## config.mk

```make
export PLATFORM = sky130hd
export DESIGN_NAME = usp_top
export DESIGN_NICKNAME = d
export VERILOG_FILES = /design/src/verilog/usp_pkg.sv /design/src/verilog/usp_rx.sv /design/src/verilog/usp_top.sv /design/src/verilog/usp_tx.sv
export VERILOG_INCLUDE_DIRS = /design/src /design/src/verilog
export SDC_FILE = /design/constraint.sdc
export NUM_CORES = 1
export LEC_CHECK = 0
export ABC_AREA = 1
export BUFFER_PORTS_ARGS = -buffer_cell sky130_fd_sc_hd__buf_2
export CORE_ASPECT_RATIO = 0.9
export CORE_MARGIN = 3
export CORE_UTILIZATION = 40
export CTS_BUF_LIST = sky130_fd_sc_hd__clkbuf_8
export DETAILED_ROUTE_END_ITERATION = 8
export PLACE_DENSITY = 0.61
export SLEW_MARGIN = 20
export SYNTH_ARGS = -nofsm -noshare
export SYNTH_HDL_FRONTEND = slang
export SYNTH_HIERARCHICAL = 1
export SYNTH_SLANG_ARGS = --single-unit
```

## constraint.sdc

```tcl
create_clock -name core_clk_in -period 1.7 [get_ports core_clk_in]
set_clock_uncertainty 0.1 [all_clocks]
set_input_delay 0.17 -clock core_clk_in [delete_from_list [all_inputs] [get_ports core_clk_in]]
set_output_delay 0.17 -clock core_clk_in [all_outputs]
set_load 0.02 [all_outputs]
```

## src/verilog/usp_consts.svh

```systemverilog
// constants for the serial port block: offsets, fields, resets, rates
// assumes a single 200 MHz core clock and an AXI4-Lite register bus
// Behaviour
// RULE1: data port write loads transmitter; a read returns the separate receive buffer
// RULE2: mode bits 7:6 select shift, 8-bit variable, 9-bit fixed, 9-bit variable
// RULE3: shift-register mode runs at core clock divided by two
// RULE4: 9-bit fixed mode runs at core clock /64, or /32 when doubled
// RULE5: 8-bit mode with filter set: no receive flag without valid stop bit
// RULE6: 9-bit modes with filter set: no receive flag when ninth bit is 0
// RULE7: filter clear: receive flag raised whenever a byte arrives
// RULE8: software keeps address filter clear in shift-register mode
// RULE9: reception only while receive enable is set; a started shift-mode reception runs to its eighth bit if enable clears
// RULE10: 9-bit modes send the transmit ninth-bit field as ninth bit
// RULE11: receive ninth-bit field takes ninth bit, or stop bit in 8-bit mode
// RULE12: transmit flag set after eighth shift bit, else at stop bit start
// RULE13: transmit flag is cleared only by software
// RULE14: receive flag set after eighth shift bit, else mid stop bit
// RULE15: receive flag is cleared only by software
// RULE16: receive path double buffered; an unread byte is overwritten
// RULE17: shift-mode reception starts only with enable 1 and flag 0
// RULE18: 8-bit frame is start 0, eight data bits LSB first, stop 1
// RULE19: variable-rate modes time bits from an external overflow pulse
`ifndef USP_CONSTS_SVH
`define USP_CONSTS_SVH

// register indices, byte address is four times the index
`define USP_IDX_CTRL 10'h098
`define USP_IDX_DATA 10'h099
`define USP_IDX_IRQ_STAT 10'h09A
`define USP_IDX_IRQ_CLR 10'h09B
`define USP_IDX_IRQ_EN 10'h09C
`define USP_IDX_CFG 10'h09D
`define USP_ADDR_W 12
// control register fields
`define USP_F_MODE_HI 7
`define USP_F_MODE_LO 6
`define USP_F_FILT 5
`define USP_F_REN 4
`define USP_F_TB8 3
`define USP_F_RB8 2
`define USP_F_TXF 1
`define USP_F_RXF 0
`define USP_CTRL_RESET 8'h00
// interrupt status fields
`define USP_I_TX 0
`define USP_I_RX 1
`define USP_I_OVR 2
`define USP_IRQ_W 3
// rates: bits are split into 16 sample ticks
`define USP_OVS 16
`define USP_M2_DIV 64
`define USP_M2_DIV_DBL 32
`define USP_M2_TICK (`USP_M2_DIV / `USP_OVS)
`define USP_M2_TICK_DBL (`USP_M2_DIV_DBL / `USP_OVS)

// bus answers
`define USP_RESP_OKAY 2'h0
`define USP_RESP_SLVERR 2'h2

`endif

```

## src/verilog/usp_pkg.sv

```systemverilog
// types shared by the serial port modules
// assumes usp_consts.svh is compiled alongside
package usp_pkg;
  typedef enum logic [1:0] {USP_SHIFT, USP_ASYNC8, USP_FIX9, USP_VAR9} usp_mode_type;
  typedef enum logic [1:0] {USP_IDLE, USP_SHIFT_RUN, USP_ASYNC_RUN} usp_state_type;
endpackage

```

## src/verilog/usp_rx.sv

```systemverilog
// receive shifter for all four modes
// assumes rxd_in is already synchronised and tick16_in is a one-cycle pulse
`timescale 1ns/1ps
`include "usp_consts.svh"
module usp_rx
  import usp_pkg::*;
(
  // clock and reset
  input wire logic core_clk_in,
  input wire logic reset_in,
  // control
  input wire usp_mode_type mode_in,
  input wire logic tick16_in,
  input wire logic en_in,
  input wire logic flag_in,
  // line side
  input wire logic rxd_in,
  output logic sclk_out,
  // received frame
  output logic frame_out,
  output logic [7:0] data_out,
  output logic ninth_out
);
  usp_state_type state_ff;
  logic [3:0] bit_cnt_ff;
  logic [3:0] sub_ff;
  logic phase_ff;
  logic prev_ff;
  logic [3:0] last_bit;

  assign last_bit = (mode_in == USP_ASYNC8) ? 4'h9 : 4'hA;

  always_ff @(posedge core_clk_in) begin
    if (reset_in) begin
      state_ff <= USP_IDLE;
      bit_cnt_ff <= 4'h0;
      sub_ff <= 4'h0;
      phase_ff <= 1'b0;
      prev_ff <= 1'b1;
      sclk_out <= 1'b1;
      frame_out <= 1'b0;
      data_out <= 8'h00;
      ninth_out <= 1'b0;
    end else begin
      prev_ff <= rxd_in;
      frame_out <= 1'b0;
      case (state_ff)
        USP_IDLE: begin
          sclk_out <= 1'b1;
          bit_cnt_ff <= 4'h0;
          sub_ff <= 4'h0;
          phase_ff <= 1'b0;
          if (mode_in == USP_SHIFT) begin
            if (en_in && !flag_in && !frame_out) begin
              state_ff <= USP_SHIFT_RUN; // see RULE17 see RULE9
            end
          end else if (en_in && prev_ff && !rxd_in) begin
            state_ff <= USP_ASYNC_RUN; // see RULE9
          end
        end
        USP_SHIFT_RUN: begin
          phase_ff <= ~phase_ff; // see RULE3
          sclk_out <= phase_ff;
          if (phase_ff) begin
            data_out <= {rxd_in, data_out[7:1]};
            bit_cnt_ff <= bit_cnt_ff + 4'h1;
            if (bit_cnt_ff == 4'h7) begin
              frame_out <= 1'b1; // see RULE14
              state_ff <= USP_IDLE;
            end
          end
        end
        default: begin
          if (!en_in) begin
            state_ff <= USP_IDLE; // see RULE9
          end else if (tick16_in) begin
            sub_ff <= sub_ff + 4'h1;
            // sample at the middle of each bit
            if (sub_ff == 4'h7) begin
              bit_cnt_ff <= bit_cnt_ff + 4'h1;
              if (bit_cnt_ff == 4'h0 && rxd_in) begin
                state_ff <= USP_IDLE;
              end else if (bit_cnt_ff >= 4'h1 && bit_cnt_ff <= 4'h8) begin
                data_out <= {rxd_in, data_out[7:1]}; // see RULE18
              end else if (bit_cnt_ff == 4'h9) begin
                ninth_out <= rxd_in; // see RULE11
              end
              if (bit_cnt_ff == last_bit) begin
                frame_out <= 1'b1; // see RULE14
                state_ff <= USP_IDLE;
              end
            end
          end
        end
      endcase
    end
  end
endmodule

```

## src/verilog/usp_top.sv

```systemverilog
// serial port with control, data port and interrupt over AXI4-Lite
// assumes baud_ovf_in comes from a timer on the same core clock
`timescale 1ns/1ps
`include "usp_consts.svh"
module usp_top
  import usp_pkg::*;
(
  // clock and reset
  input wire logic core_clk_in,
  input wire logic reset_in,
  // axi4-lite write address
  input wire logic [`USP_ADDR_W-1:0] s_axi_awaddr_in,
  input wire logic s_axi_awvalid_in,
  output logic s_axi_awready_out,
  // axi4-lite write data
  input wire logic [31:0] s_axi_wdata_in,
  input wire logic [3:0] s_axi_wstrb_in,
  input wire logic s_axi_wvalid_in,
  output logic s_axi_wready_out,
  // axi4-lite write response
  output logic [1:0] s_axi_bresp_out,
  output logic s_axi_bvalid_out,
  input wire logic s_axi_bready_in,
  // axi4-lite read address
  input wire logic [`USP_ADDR_W-1:0] s_axi_araddr_in,
  input wire logic s_axi_arvalid_in,
  output logic s_axi_arready_out,
  // axi4-lite read data
  output logic [31:0] s_axi_rdata_out,
  output logic [1:0] s_axi_rresp_out,
  output logic s_axi_rvalid_out,
  input wire logic s_axi_rready_in,
  // baud source for variable-rate modes
  input wire logic baud_ovf_in,
  // serial pins, receive pin is two-way in shift mode
  input wire logic rxd_in,
  output logic rxd_out,
  output logic rxd_oe_out,
  output logic txd_out,
  // interrupt
  output logic irq_out
);

  // ******************************
  // register state
  // ******************************
  usp_mode_type mode_ff;
  logic filt_ff;
  logic ren_ff;
  logic tb8_ff;
  logic rb8_ff;
  logic txf_ff;
  logic rxf_ff;
  logic dbl_ff;
  logic [7:0] tx_buf_ff;
  logic [7:0] rx_buf_ff;
  logic [`USP_IRQ_W-1:0] irq_stat_ff;
  logic [`USP_IRQ_W-1:0] irq_en_ff;
  logic tx_start_ff;

  // ******************************
  // bus slave state
  // ******************************
  logic aw_full_ff;
  logic w_full_ff;
  logic [`USP_ADDR_W-1:0] aw_addr_ff;
  logic [31:0] w_data_ff;
  logic [3:0] w_strb_ff;
  logic awready_ff;
  logic wready_ff;
  logic bvalid_ff;
  logic [1:0] bresp_ff;
  logic arready_ff;
  logic rvalid_ff;
  logic [1:0] rresp_ff;
  logic [31:0] rdata_ff;

  // ******************************
  // line and timing state
  // ******************************
  logic sync1_ff;
  logic sync2_ff;
  logic sync3_ff;
  logic rxd_lvl_ff;
  logic [1:0] div_ff;
  logic tick16_ff;
  logic txd_ff;

  // ******************************
  // internal wires
  // ******************************
  logic aw_take;
  logic w_take;
  logic do_write;
  logic do_read;
  logic nxt_aw_full;
  logic nxt_w_full;
  logic nxt_rvalid;
  logic wr_ctrl;
  logic wr_data;
  logic wr_clr;
  logic wr_en;
  logic wr_cfg;
  logic wr_ok;
  logic [31:0] nxt_rdata;
  logic nxt_rresp_err;
  logic [1:0] div_last;
  logic tx_txd;
  logic tx_sdata;
  logic tx_sdata_oe;
  logic tx_done;
  logic rx_sclk;
  logic rx_frame;
  logic [7:0] rx_data;
  logic rx_ninth;
  logic rx_accept;
  logic [`USP_IRQ_W-1:0] irq_event;
  logic [7:0] ctrl_view;

  // ******************************
  // axi4-lite handshakes
  // ******************************
  assign aw_take = s_axi_awvalid_in && awready_ff;
  assign w_take = s_axi_wvalid_in && wready_ff;
  assign do_write = aw_full_ff && w_full_ff && !bvalid_ff;
  assign do_read = s_axi_arvalid_in && arready_ff;
  assign nxt_aw_full = aw_take || (aw_full_ff && !do_write);
  assign nxt_w_full = w_take || (w_full_ff && !do_write);
  assign nxt_rvalid = do_read || (rvalid_ff && !s_axi_rready_in);

  always_ff @(posedge core_clk_in) begin
    if (reset_in) begin
      aw_full_ff <= 1'b0;
      w_full_ff <= 1'b0;
      aw_addr_ff <= '0;
      w_data_ff <= 32'h0;
      w_strb_ff <= 4'h0;
      awready_ff <= 1'b0;
      wready_ff <= 1'b0;
      bvalid_ff <= 1'b0;
      bresp_ff <= `USP_RESP_OKAY;
    end else begin
      aw_full_ff <= nxt_aw_full;
      w_full_ff <= nxt_w_full;
      awready_ff <= !nxt_aw_full;
      wready_ff <= !nxt_w_full;
      if (aw_take) begin
        aw_addr_ff <= s_axi_awaddr_in;
      end
      if (w_take) begin
        w_data_ff <= s_axi_wdata_in;
        w_strb_ff <= s_axi_wstrb_in;
      end
      if (do_write) begin
        bvalid_ff <= 1'b1;
        bresp_ff <= wr_ok ? `USP_RESP_OKAY : `USP_RESP_SLVERR;
      end else if (s_axi_bready_in) begin
        bvalid_ff <= 1'b0;
      end
    end
  end

  always_ff @(posedge core_clk_in) begin
    if (reset_in) begin
      arready_ff <= 1'b0;
      rvalid_ff <= 1'b0;
      rresp_ff <= `USP_RESP_OKAY;
      rdata_ff <= 32'h0;
    end else begin
      arready_ff <= !nxt_rvalid;
      rvalid_ff <= nxt_rvalid;
      if (do_read) begin
        rdata_ff <= nxt_rdata;
        rresp_ff <= nxt_rresp_err ? `USP_RESP_SLVERR : `USP_RESP_OKAY;
      end
    end
  end

  // ******************************
  // address decode
  // ******************************
  always_comb begin
    wr_ctrl = 1'b0;
    wr_data = 1'b0;
    wr_clr = 1'b0;
    wr_en = 1'b0;
    wr_cfg = 1'b0;
    wr_ok = 1'b1;
    if (aw_addr_ff == {`USP_IDX_CTRL, 2'h0}) begin
      wr_ctrl = do_write && w_strb_ff[0];
    end else if (aw_addr_ff == {`USP_IDX_DATA, 2'h0}) begin
      wr_data = do_write && w_strb_ff[0];
    end else if (aw_addr_ff == {`USP_IDX_IRQ_CLR, 2'h0}) begin
      wr_clr = do_write && w_strb_ff[0];
    end else if (aw_addr_ff == {`USP_IDX_IRQ_EN, 2'h0}) begin
      wr_en = do_write && w_strb_ff[0];
    end else if (aw_addr_ff == {`USP_IDX_CFG, 2'h0}) begin
      wr_cfg = do_write && w_strb_ff[0];
    end else if (aw_addr_ff != {`USP_IDX_IRQ_STAT, 2'h0}) begin
      wr_ok = 1'b0;
    end
  end

  assign ctrl_view = {mode_ff, filt_ff, ren_ff, tb8_ff, rb8_ff, txf_ff, rxf_ff};

  always_comb begin
    nxt_rdata = 32'h0;
    nxt_rresp_err = 1'b0;
    if (s_axi_araddr_in == {`USP_IDX_CTRL, 2'h0}) begin
      nxt_rdata = {24'h0, ctrl_view};
    end else if (s_axi_araddr_in == {`USP_IDX_DATA, 2'h0}) begin
      nxt_rdata = {24'h0, rx_buf_ff}; // see RULE1
    end else if (s_axi_araddr_in == {`USP_IDX_IRQ_STAT, 2'h0}) begin
      nxt_rdata = {29'h0, irq_stat_ff};
    end else if (s_axi_araddr_in == {`USP_IDX_IRQ_EN, 2'h0}) begin
      nxt_rdata = {29'h0, irq_en_ff};
    end else if (s_axi_araddr_in == {`USP_IDX_CFG, 2'h0}) begin
      nxt_rdata = {31'h0, dbl_ff};
    end else if (s_axi_araddr_in != {`USP_IDX_IRQ_CLR, 2'h0}) begin
      nxt_rresp_err = 1'b1;
    end
  end

  // ******************************
  // control register
  // ******************************
  // hardware setting a flag wins over a software write in the same cycle
  assign rx_accept = rx_frame && (mode_ff == USP_SHIFT || !filt_ff // see RULE7
    || rx_ninth); // see RULE5 see RULE6

  always_ff @(posedge core_clk_in) begin
    if (reset_in) begin
      mode_ff <= USP_SHIFT;
      filt_ff <= 1'b0;
      ren_ff <= 1'b0;
      tb8_ff <= 1'b0;
      dbl_ff <= 1'b0;
    end else begin
      if (wr_ctrl) begin
        mode_ff <= usp_mode_type'(w_data_ff[`USP_F_MODE_HI:`USP_F_MODE_LO]); // see RULE2
        filt_ff <= w_data_ff[`USP_F_FILT];
        ren_ff <= w_data_ff[`USP_F_REN];
        tb8_ff <= w_data_ff[`USP_F_TB8];
      end
      if (wr_cfg) begin
        dbl_ff <= w_data_ff[0];
      end
    end
  end

  always_ff @(posedge core_clk_in) begin
    if (reset_in) begin
      txf_ff <= 1'b0;
      rxf_ff <= 1'b0;
    end else begin
      txf_ff <= tx_done || (wr_ctrl ? w_data_ff[`USP_F_TXF] : txf_ff); // see RULE12 see RULE13
      rxf_ff <= rx_accept || (wr_ctrl ? w_data_ff[`USP_F_RXF] : rxf_ff); // see RULE14 see RULE15
    end
  end

  always_ff @(posedge core_clk_in) begin
    if (reset_in) begin
      rb8_ff <= 1'b0;
      rx_buf_ff <= 8'h00;
    end else if (rx_accept) begin
      rx_buf_ff <= rx_data; // see RULE16
      if (mode_ff != USP_SHIFT) begin
        rb8_ff <= rx_ninth; // see RULE11
      end
    end else if (wr_ctrl) begin
      rb8_ff <= w_data_ff[`USP_F_RB8];
    end
  end

  always_ff @(posedge core_clk_in) begin
    if (reset_in) begin
      tx_buf_ff <= 8'h00;
      tx_start_ff <= 1'b0;
    end else begin
      tx_start_ff <= wr_data;
      if (wr_data) begin
        tx_buf_ff <= w_data_ff[7:0]; // see RULE1
      end
    end
  end

  // ******************************
  // interrupt
  // ******************************
  assign irq_event = {rx_accept && rxf_ff, rx_accept, tx_done};

  always_ff @(posedge core_clk_in) begin
    if (reset_in) begin
      irq_stat_ff <= '0;
      irq_en_ff <= '0;
      irq_out <= 1'b0;
    end else begin
      irq_stat_ff <= irq_event | (irq_stat_ff & ~(wr_clr ? w_data_ff[`USP_IRQ_W-1:0] : '0));
      if (wr_en) begin
        irq_en_ff <= w_data_ff[`USP_IRQ_W-1:0];
      end
      irq_out <= |(irq_stat_ff & irq_en_ff);
    end
  end

  // ******************************
  // sample tick and pin sync
  // ******************************
  assign div_last = dbl_ff ? 2'(`USP_M2_TICK_DBL - 1) : 2'(`USP_M2_TICK - 1);

  always_ff @(posedge core_clk_in) begin
    if (reset_in) begin
      div_ff <= 2'h0;
      tick16_ff <= 1'b0;
    end else begin
      div_ff <= (div_ff >= div_last) ? 2'h0 : div_ff + 2'h1;
      if (mode_ff == USP_FIX9) begin
        tick16_ff <= (div_ff >= div_last); // see RULE4
      end else begin
        tick16_ff <= baud_ovf_in; // see RULE19
      end
    end
  end

  always_ff @(posedge core_clk_in) begin
    if (reset_in) begin
      sync1_ff <= 1'b1;
      sync2_ff <= 1'b1;
      sync3_ff <= 1'b1;
      rxd_lvl_ff <= 1'b1;
    end else begin
      sync1_ff <= rxd_in;
      sync2_ff <= sync1_ff;
      sync3_ff <= sync2_ff;
      if (sync2_ff == sync3_ff) begin
        rxd_lvl_ff <= sync3_ff;
      end
    end
  end

  // both shift clocks idle high, so either can pull the line
  always_ff @(posedge core_clk_in) begin
    if (reset_in) begin
      txd_ff <= 1'b1;
      rxd_out <= 1'b1;
      rxd_oe_out <= 1'b0;
    end else begin
      txd_ff <= tx_txd & rx_sclk;
      rxd_out <= tx_sdata;
      rxd_oe_out <= tx_sdata_oe;
    end
  end

  // ******************************
  // shifters
  // ******************************
  usp_tx u_tx (
    .core_clk_in(core_clk_in),
    .reset_in(reset_in),
    .mode_in(mode_ff),
    .tick16_in(tick16_ff),
    .start_in(tx_start_ff),
    .data_in(tx_buf_ff),
    .ninth_in(tb8_ff),
    .txd_out(tx_txd),
    .sdata_out(tx_sdata),
    .sdata_oe_out(tx_sdata_oe),
    .done_out(tx_done)
  );

  usp_rx u_rx (
    .core_clk_in(core_clk_in),
    .reset_in(reset_in),
    .mode_in(mode_ff),
    .tick16_in(tick16_ff),
    .en_in(ren_ff),
    .flag_in(rxf_ff),
    .rxd_in(rxd_lvl_ff),
    .sclk_out(rx_sclk),
    .frame_out(rx_frame),
    .data_out(rx_data),
    .ninth_out(rx_ninth)
  );

  assign s_axi_awready_out = awready_ff;
  assign s_axi_wready_out = wready_ff;
  assign s_axi_bvalid_out = bvalid_ff;
  assign s_axi_bresp_out = bresp_ff;
  assign s_axi_arready_out = arready_ff;
  assign s_axi_rvalid_out = rvalid_ff;
  assign s_axi_rresp_out = rresp_ff;
  assign s_axi_rdata_out = rdata_ff;
  assign txd_out = txd_ff;

endmodule

```

## src/verilog/usp_tx.sv

```systemverilog
// transmit shifter for all four modes
// assumes tick16_in is one-cycle pulse at sixteen per bit in async modes
`timescale 1ns/1ps
`include "usp_consts.svh"
module usp_tx
  import usp_pkg::*;
(
  // clock and reset
  input wire logic core_clk_in,
  input wire logic reset_in,
  // control
  input wire usp_mode_type mode_in,
  input wire logic tick16_in,
  input wire logic start_in,
  input wire logic [7:0] data_in,
  input wire logic ninth_in,
  // line side
  output logic txd_out,
  output logic sdata_out,
  output logic sdata_oe_out,
  output logic done_out
);
  usp_state_type state_ff;
  logic [10:0] shift_ff;
  logic [3:0] bit_cnt_ff;
  logic [3:0] sub_ff;
  logic phase_ff;
  logic [3:0] last_bit;

  assign last_bit = (mode_in == USP_ASYNC8) ? 4'h9 : 4'hA;

  always_ff @(posedge core_clk_in) begin
    if (reset_in) begin
      state_ff <= USP_IDLE;
      shift_ff <= 11'h7FF;
      bit_cnt_ff <= 4'h0;
      sub_ff <= 4'h0;
      phase_ff <= 1'b0;
      txd_out <= 1'b1;
      sdata_out <= 1'b1;
      sdata_oe_out <= 1'b0;
      done_out <= 1'b0;
    end else begin
      done_out <= 1'b0;
      case (state_ff)
        USP_IDLE: begin
          txd_out <= 1'b1;
          sdata_oe_out <= 1'b0;
          bit_cnt_ff <= 4'h0;
          sub_ff <= 4'h0;
          phase_ff <= 1'b0;
          if (start_in && mode_in == USP_SHIFT) begin
            shift_ff <= {3'h7, data_in};
            state_ff <= USP_SHIFT_RUN;
          end else if (start_in) begin
            // see RULE10 see RULE18
            shift_ff <= {1'b1, (mode_in == USP_ASYNC8) ? 1'b1 : ninth_in, data_in, 1'b0};
            state_ff <= USP_ASYNC_RUN;
          end
        end
        USP_SHIFT_RUN: begin
          // two core cycles per bit, clock low then high
          phase_ff <= ~phase_ff; // see RULE3
          sdata_oe_out <= 1'b1;
          sdata_out <= shift_ff[0];
          txd_out <= phase_ff;
          if (phase_ff) begin
            shift_ff <= {1'b1, shift_ff[10:1]};
            bit_cnt_ff <= bit_cnt_ff + 4'h1;
            if (bit_cnt_ff == 4'h7) begin
              done_out <= 1'b1; // see RULE12
              state_ff <= USP_IDLE;
            end
          end
        end
        default: begin
          txd_out <= shift_ff[0];
          if (tick16_in) begin
            sub_ff <= sub_ff + 4'h1;
            if (sub_ff == 4'hF) begin
              shift_ff <= {1'b1, shift_ff[10:1]};
              bit_cnt_ff <= bit_cnt_ff + 4'h1;
              if (bit_cnt_ff + 4'h1 == last_bit) begin
                done_out <= 1'b1; // see RULE12
              end
              if (bit_cnt_ff == last_bit) begin
                state_ff <= USP_IDLE;
              end
            end
          end
        end
      endcase
    end
  end
endmodule
```

==> flow_metrics.py <==
metrics = {
    "synthesis": {
        "synth.avg_cell_area_um2": 7.205,
        "ys_seq_elements": 129,
        "ys.flop_type": "dfxtp_1",
        "synthArstFlopShare": 0,
        "seq_area_frac_synth": 0.4293,
        "synth_cells": 835,
        "synth-warning-count": 6,
        "synth_edf_count": 0,
        "syn_area_um2": 6016,
        "ys_types": 44,
    },
    "worst_setup_path": {
        "critPathLaunch": "aw_addr_ff[3]$_SDFFE_PP0P_",
        "crit_required_ns": 1.93,
        "crit_path_end_kind": "flip-flop",
        "crit_chain": "inv_1, buf_4, nor4_1, nand4_1, o21ai_0, a21oi_1",
        "critPathMaxStageDelay_ns": 0.34,
        "worstSetupPathType": "reg2reg",
        "r2r-start": "aw_addr_ff[3]$_SDFFE_PP0P_",
        "start_kind": "flip-flop",
        "crit_fanout": 3,
        "cpMaxStageDelayCell": "nor4_1",
        "worst_ep_arrival_time_ns": 1.80,
    },
    "floorplan": {
        "num_io_pins": 114,
        "die_x_um": 135.3,
        "dieArea_um2": 16550,
        "core_area_um2": 14360,
        "rows": 41,
        "initial_core_util": 0.4188,
        "die_y_um": 122.3,
    },
    "route": {
        "vias": 5403,
        "first_pass_iters": 4,
        "antenna_left": 0,
        "routed_wl_um": 14610,
        "drt_first_iter_violations": 359,
        "drc_errors": 0,
        "wire_per_inst_um": 12.60,
        "viasPerCell": 4.662,
    },
    "global_routing": {
        "grt_max_degree": 32,
        "grt_pass1_wl_um": 23970,
        "grt_use_total": 0.1825,
        "antenna_found_initial": 0,
        "grt_pass1_vias": 4875,
        "grt_overflow_total": 0,
    },
    "pwr": {
        "p_total_mw": 7.959,
        "max-vdd-ir-drop_v": 0.0004873,
        "p_leak_nw": 3.159,
        "power_density_nw_per_um2": 1088,
    },
    "place": {
        "gp_congestion": 0.8149,
        "port_buffers": 60,
        "dpl.hpwl_um": 10280,
    },
    "cells_and_area": {
        "syn2layout_area_growth_pct": 21.61,
        "n_antenna_cell": 0,
        "drive_gt1_frac": 0.1905,
        "fin_util": 0.5093,
        "nets": 1029,
    },
    "timing": {
        "relSlewSlack": 0.6635,
        "min_period_ns": 1.573,
        "hold_slack_ns": 0.02911,
        "fmax_mhz": 635.7,
        "worst_slew_pin_slew_ns": 0.5041,
        "period_share": 0.9254,
        "finalMaxSlewViolations": 0,
        "finalHoldViolations": 0,
        "setup_viol": 0,
    },
    "clock_network": {
        "clk_pin_slew_worst_paths_ns": 0.08,
        "cts_tree": "built",
        "cts_root_buf": "clkbuf_8",
        "clock-sinks": 129,
        "cts_buffers": 17,
        "cts_buffer_depth": 2,
        "htreeDepth": 4,
        "insertion_delay_ns": 0.44,
    },
    "job": {
        "drv_cap": 0,
    },
    "outcome": {
        "outcome": "finished, final reports clean",
    },
    "hold_path": {
        "hold_start": "s_axi_arvalid_in",
        "hp-class": "in2reg",
    },
}
-- path summary, 6_finish.rpt --
| kind | end | slack, ns | depth (start not counted) |
|---|---|---|---|
| max | irq_stat_ff[2]$_SDFF_PP0_ | 0.13 | 6 |
| min | s_axi_rresp_out[1]$_SDFFE_PP0P_ | 0.03 | 4 |
| max reg2reg | irq_stat_ff[2]$_SDFF_PP0_ | 0.13 | 6 |
| min reg2reg | sync2_ff$_SDFF_PP1_ | 0.31 | 1 |
-- cell usage after synthesis (all sizes together) (2+ instances only) --
master  number  area share
o22ai        2      0.0031
nor3         7      0.0067
a22oi        4      0.0050
nand3       57       0.058
inv        100       0.062
or2          5      0.0052
nor4         2      0.0021
a211oi       3      0.0037
xnor2        2      0.0029
a21oi       70       0.062
clkinv       3      0.0027
nand2      181        0.12
buf         31       0.040
o21ai       71       0.060
nand4       13       0.014
o31ai        2      0.0025
dfxtp      129        0.43
a31oi        5      0.0052
ha           7       0.015
nor2       123       0.088
clkbuf      13       0.010
-- critical path: cells and delay by family (launching register included) --
kind	cells	cell delay (ns)
and+or+nand+nor	2	0.57
DFF	1	0.31
AOI/OAI and AO/OA	2	0.29
buffers and inverters	2	0.19
-- state kept, by name, indices dropped and copies added (netlist names), 2 cells and up --
register,flops
tx_buf_ff,8
irq_en_ff,3
mode_ff,2
aw_addr_ff,12
u_rx/state_ff,2
u_tx/sub_ff,4
u_rx/data_out,8
u_tx/bit_cnt_ff,4
irq_stat_ff,3
u_rx/bit_cnt_ff,4
u_tx/shift_ff,10
s_axi_rdata_out,8
div_ff,2
u_rx/sub_ff,4
w_data_ff,8
u_tx/state_ff,2
rx_buf_ff,8
-- area by class of cell --
cell class / count / area [µm²]
fill: 1433 / 7048
clock inverter: 12 / 132.6
clock buffer: 20 / 275.3
multi-input combinational: 584 / 2860
inverter: 103 / 395.4
sequential: 129 / 2585
timing repair buffer: 118 / 825.8
tap: 193 / 241.5
-- layout by cell type, fill, tap and decap left out, types with 2 or more instances in the layout --
master	count
bufinv_16	2
a31oi_1	5
o21ai_0	58
nor2_2	11
nand3_4	2
conb_1	26
buf_2	60
a211oi_1	3
nor3_1	6
ha_1	5
or2_2	4
clkinvlp_4	7
nor2_4	7
clkinv_4	2
buf_4	26
dfxtp_2	2
inv_1	90
nand2_2	7
nand3_2	8
nor2_1	105
clkinv_2	2
dfxtp_1	127
nand4_1	13
a21oi_2	6
o21ai_1	12
a22oi_1	4
o31ai_1	2
clkbuf_8	20
nand3_1	47
nor4_1	2
dlygate4sd3_1	31
nand2_1	173
a21oi_1	64
xnor2_1	2
inv_2	10
-- logic make-up after synthesis --
group                      synth area share
and+or+nand+nor                      0.2924
AOI/OAI and AO/OA                    0.1437
buffers and inverters                0.1150
DFF                                  0.4293
adders and majority gates           0.01456
xor gates and xnor gates           0.004369
other                             0.0006234
-- per-stage QoR --
stage	setup slack, ns	setup TNS [ns]	instances	area (µm²)
after floorplan	0.1480	0	860	6110
after global placement	0.1132	0	1092	6536
after detailed placement	0.09706	0	1092	6536
after CTS	0.07086	0	1155	7254
after global routing	-0.001179	-0.001179	1159	7316
final	0.1268	0	1159	7316
-- report_power, final --
group,internal (mW),switching [mW],total (mW)
registers,3.29,0.211,3.50
clock network,1.42,1.26,2.68
logic,0.688,1.09,1.78
total,5.40,2.56,7.96
-- repair_timing --
item,in CTS,in global routing
setup endpoints to repair,0,21
hold buffers,31,0
hold endpoints to repair,30,0
resized for setup,0,11
buffers inserted,0,4
-- metal layers --
| metal | vias to the layer above | routed length (µm) | track usage |
|---|---|---|---|
| li1 | 2876 | - | - |
| met1 | 2434 | 7520 | 0.2624 |
| met2 | 82 | 6294 | 0.2683 |
| met3 | 11 | 628 | 0.05082 |
| met4 | 0 | 163 | 0.05164 |
| met5 | - | 0 | 0 |
(Power assumes the default switching activity.)
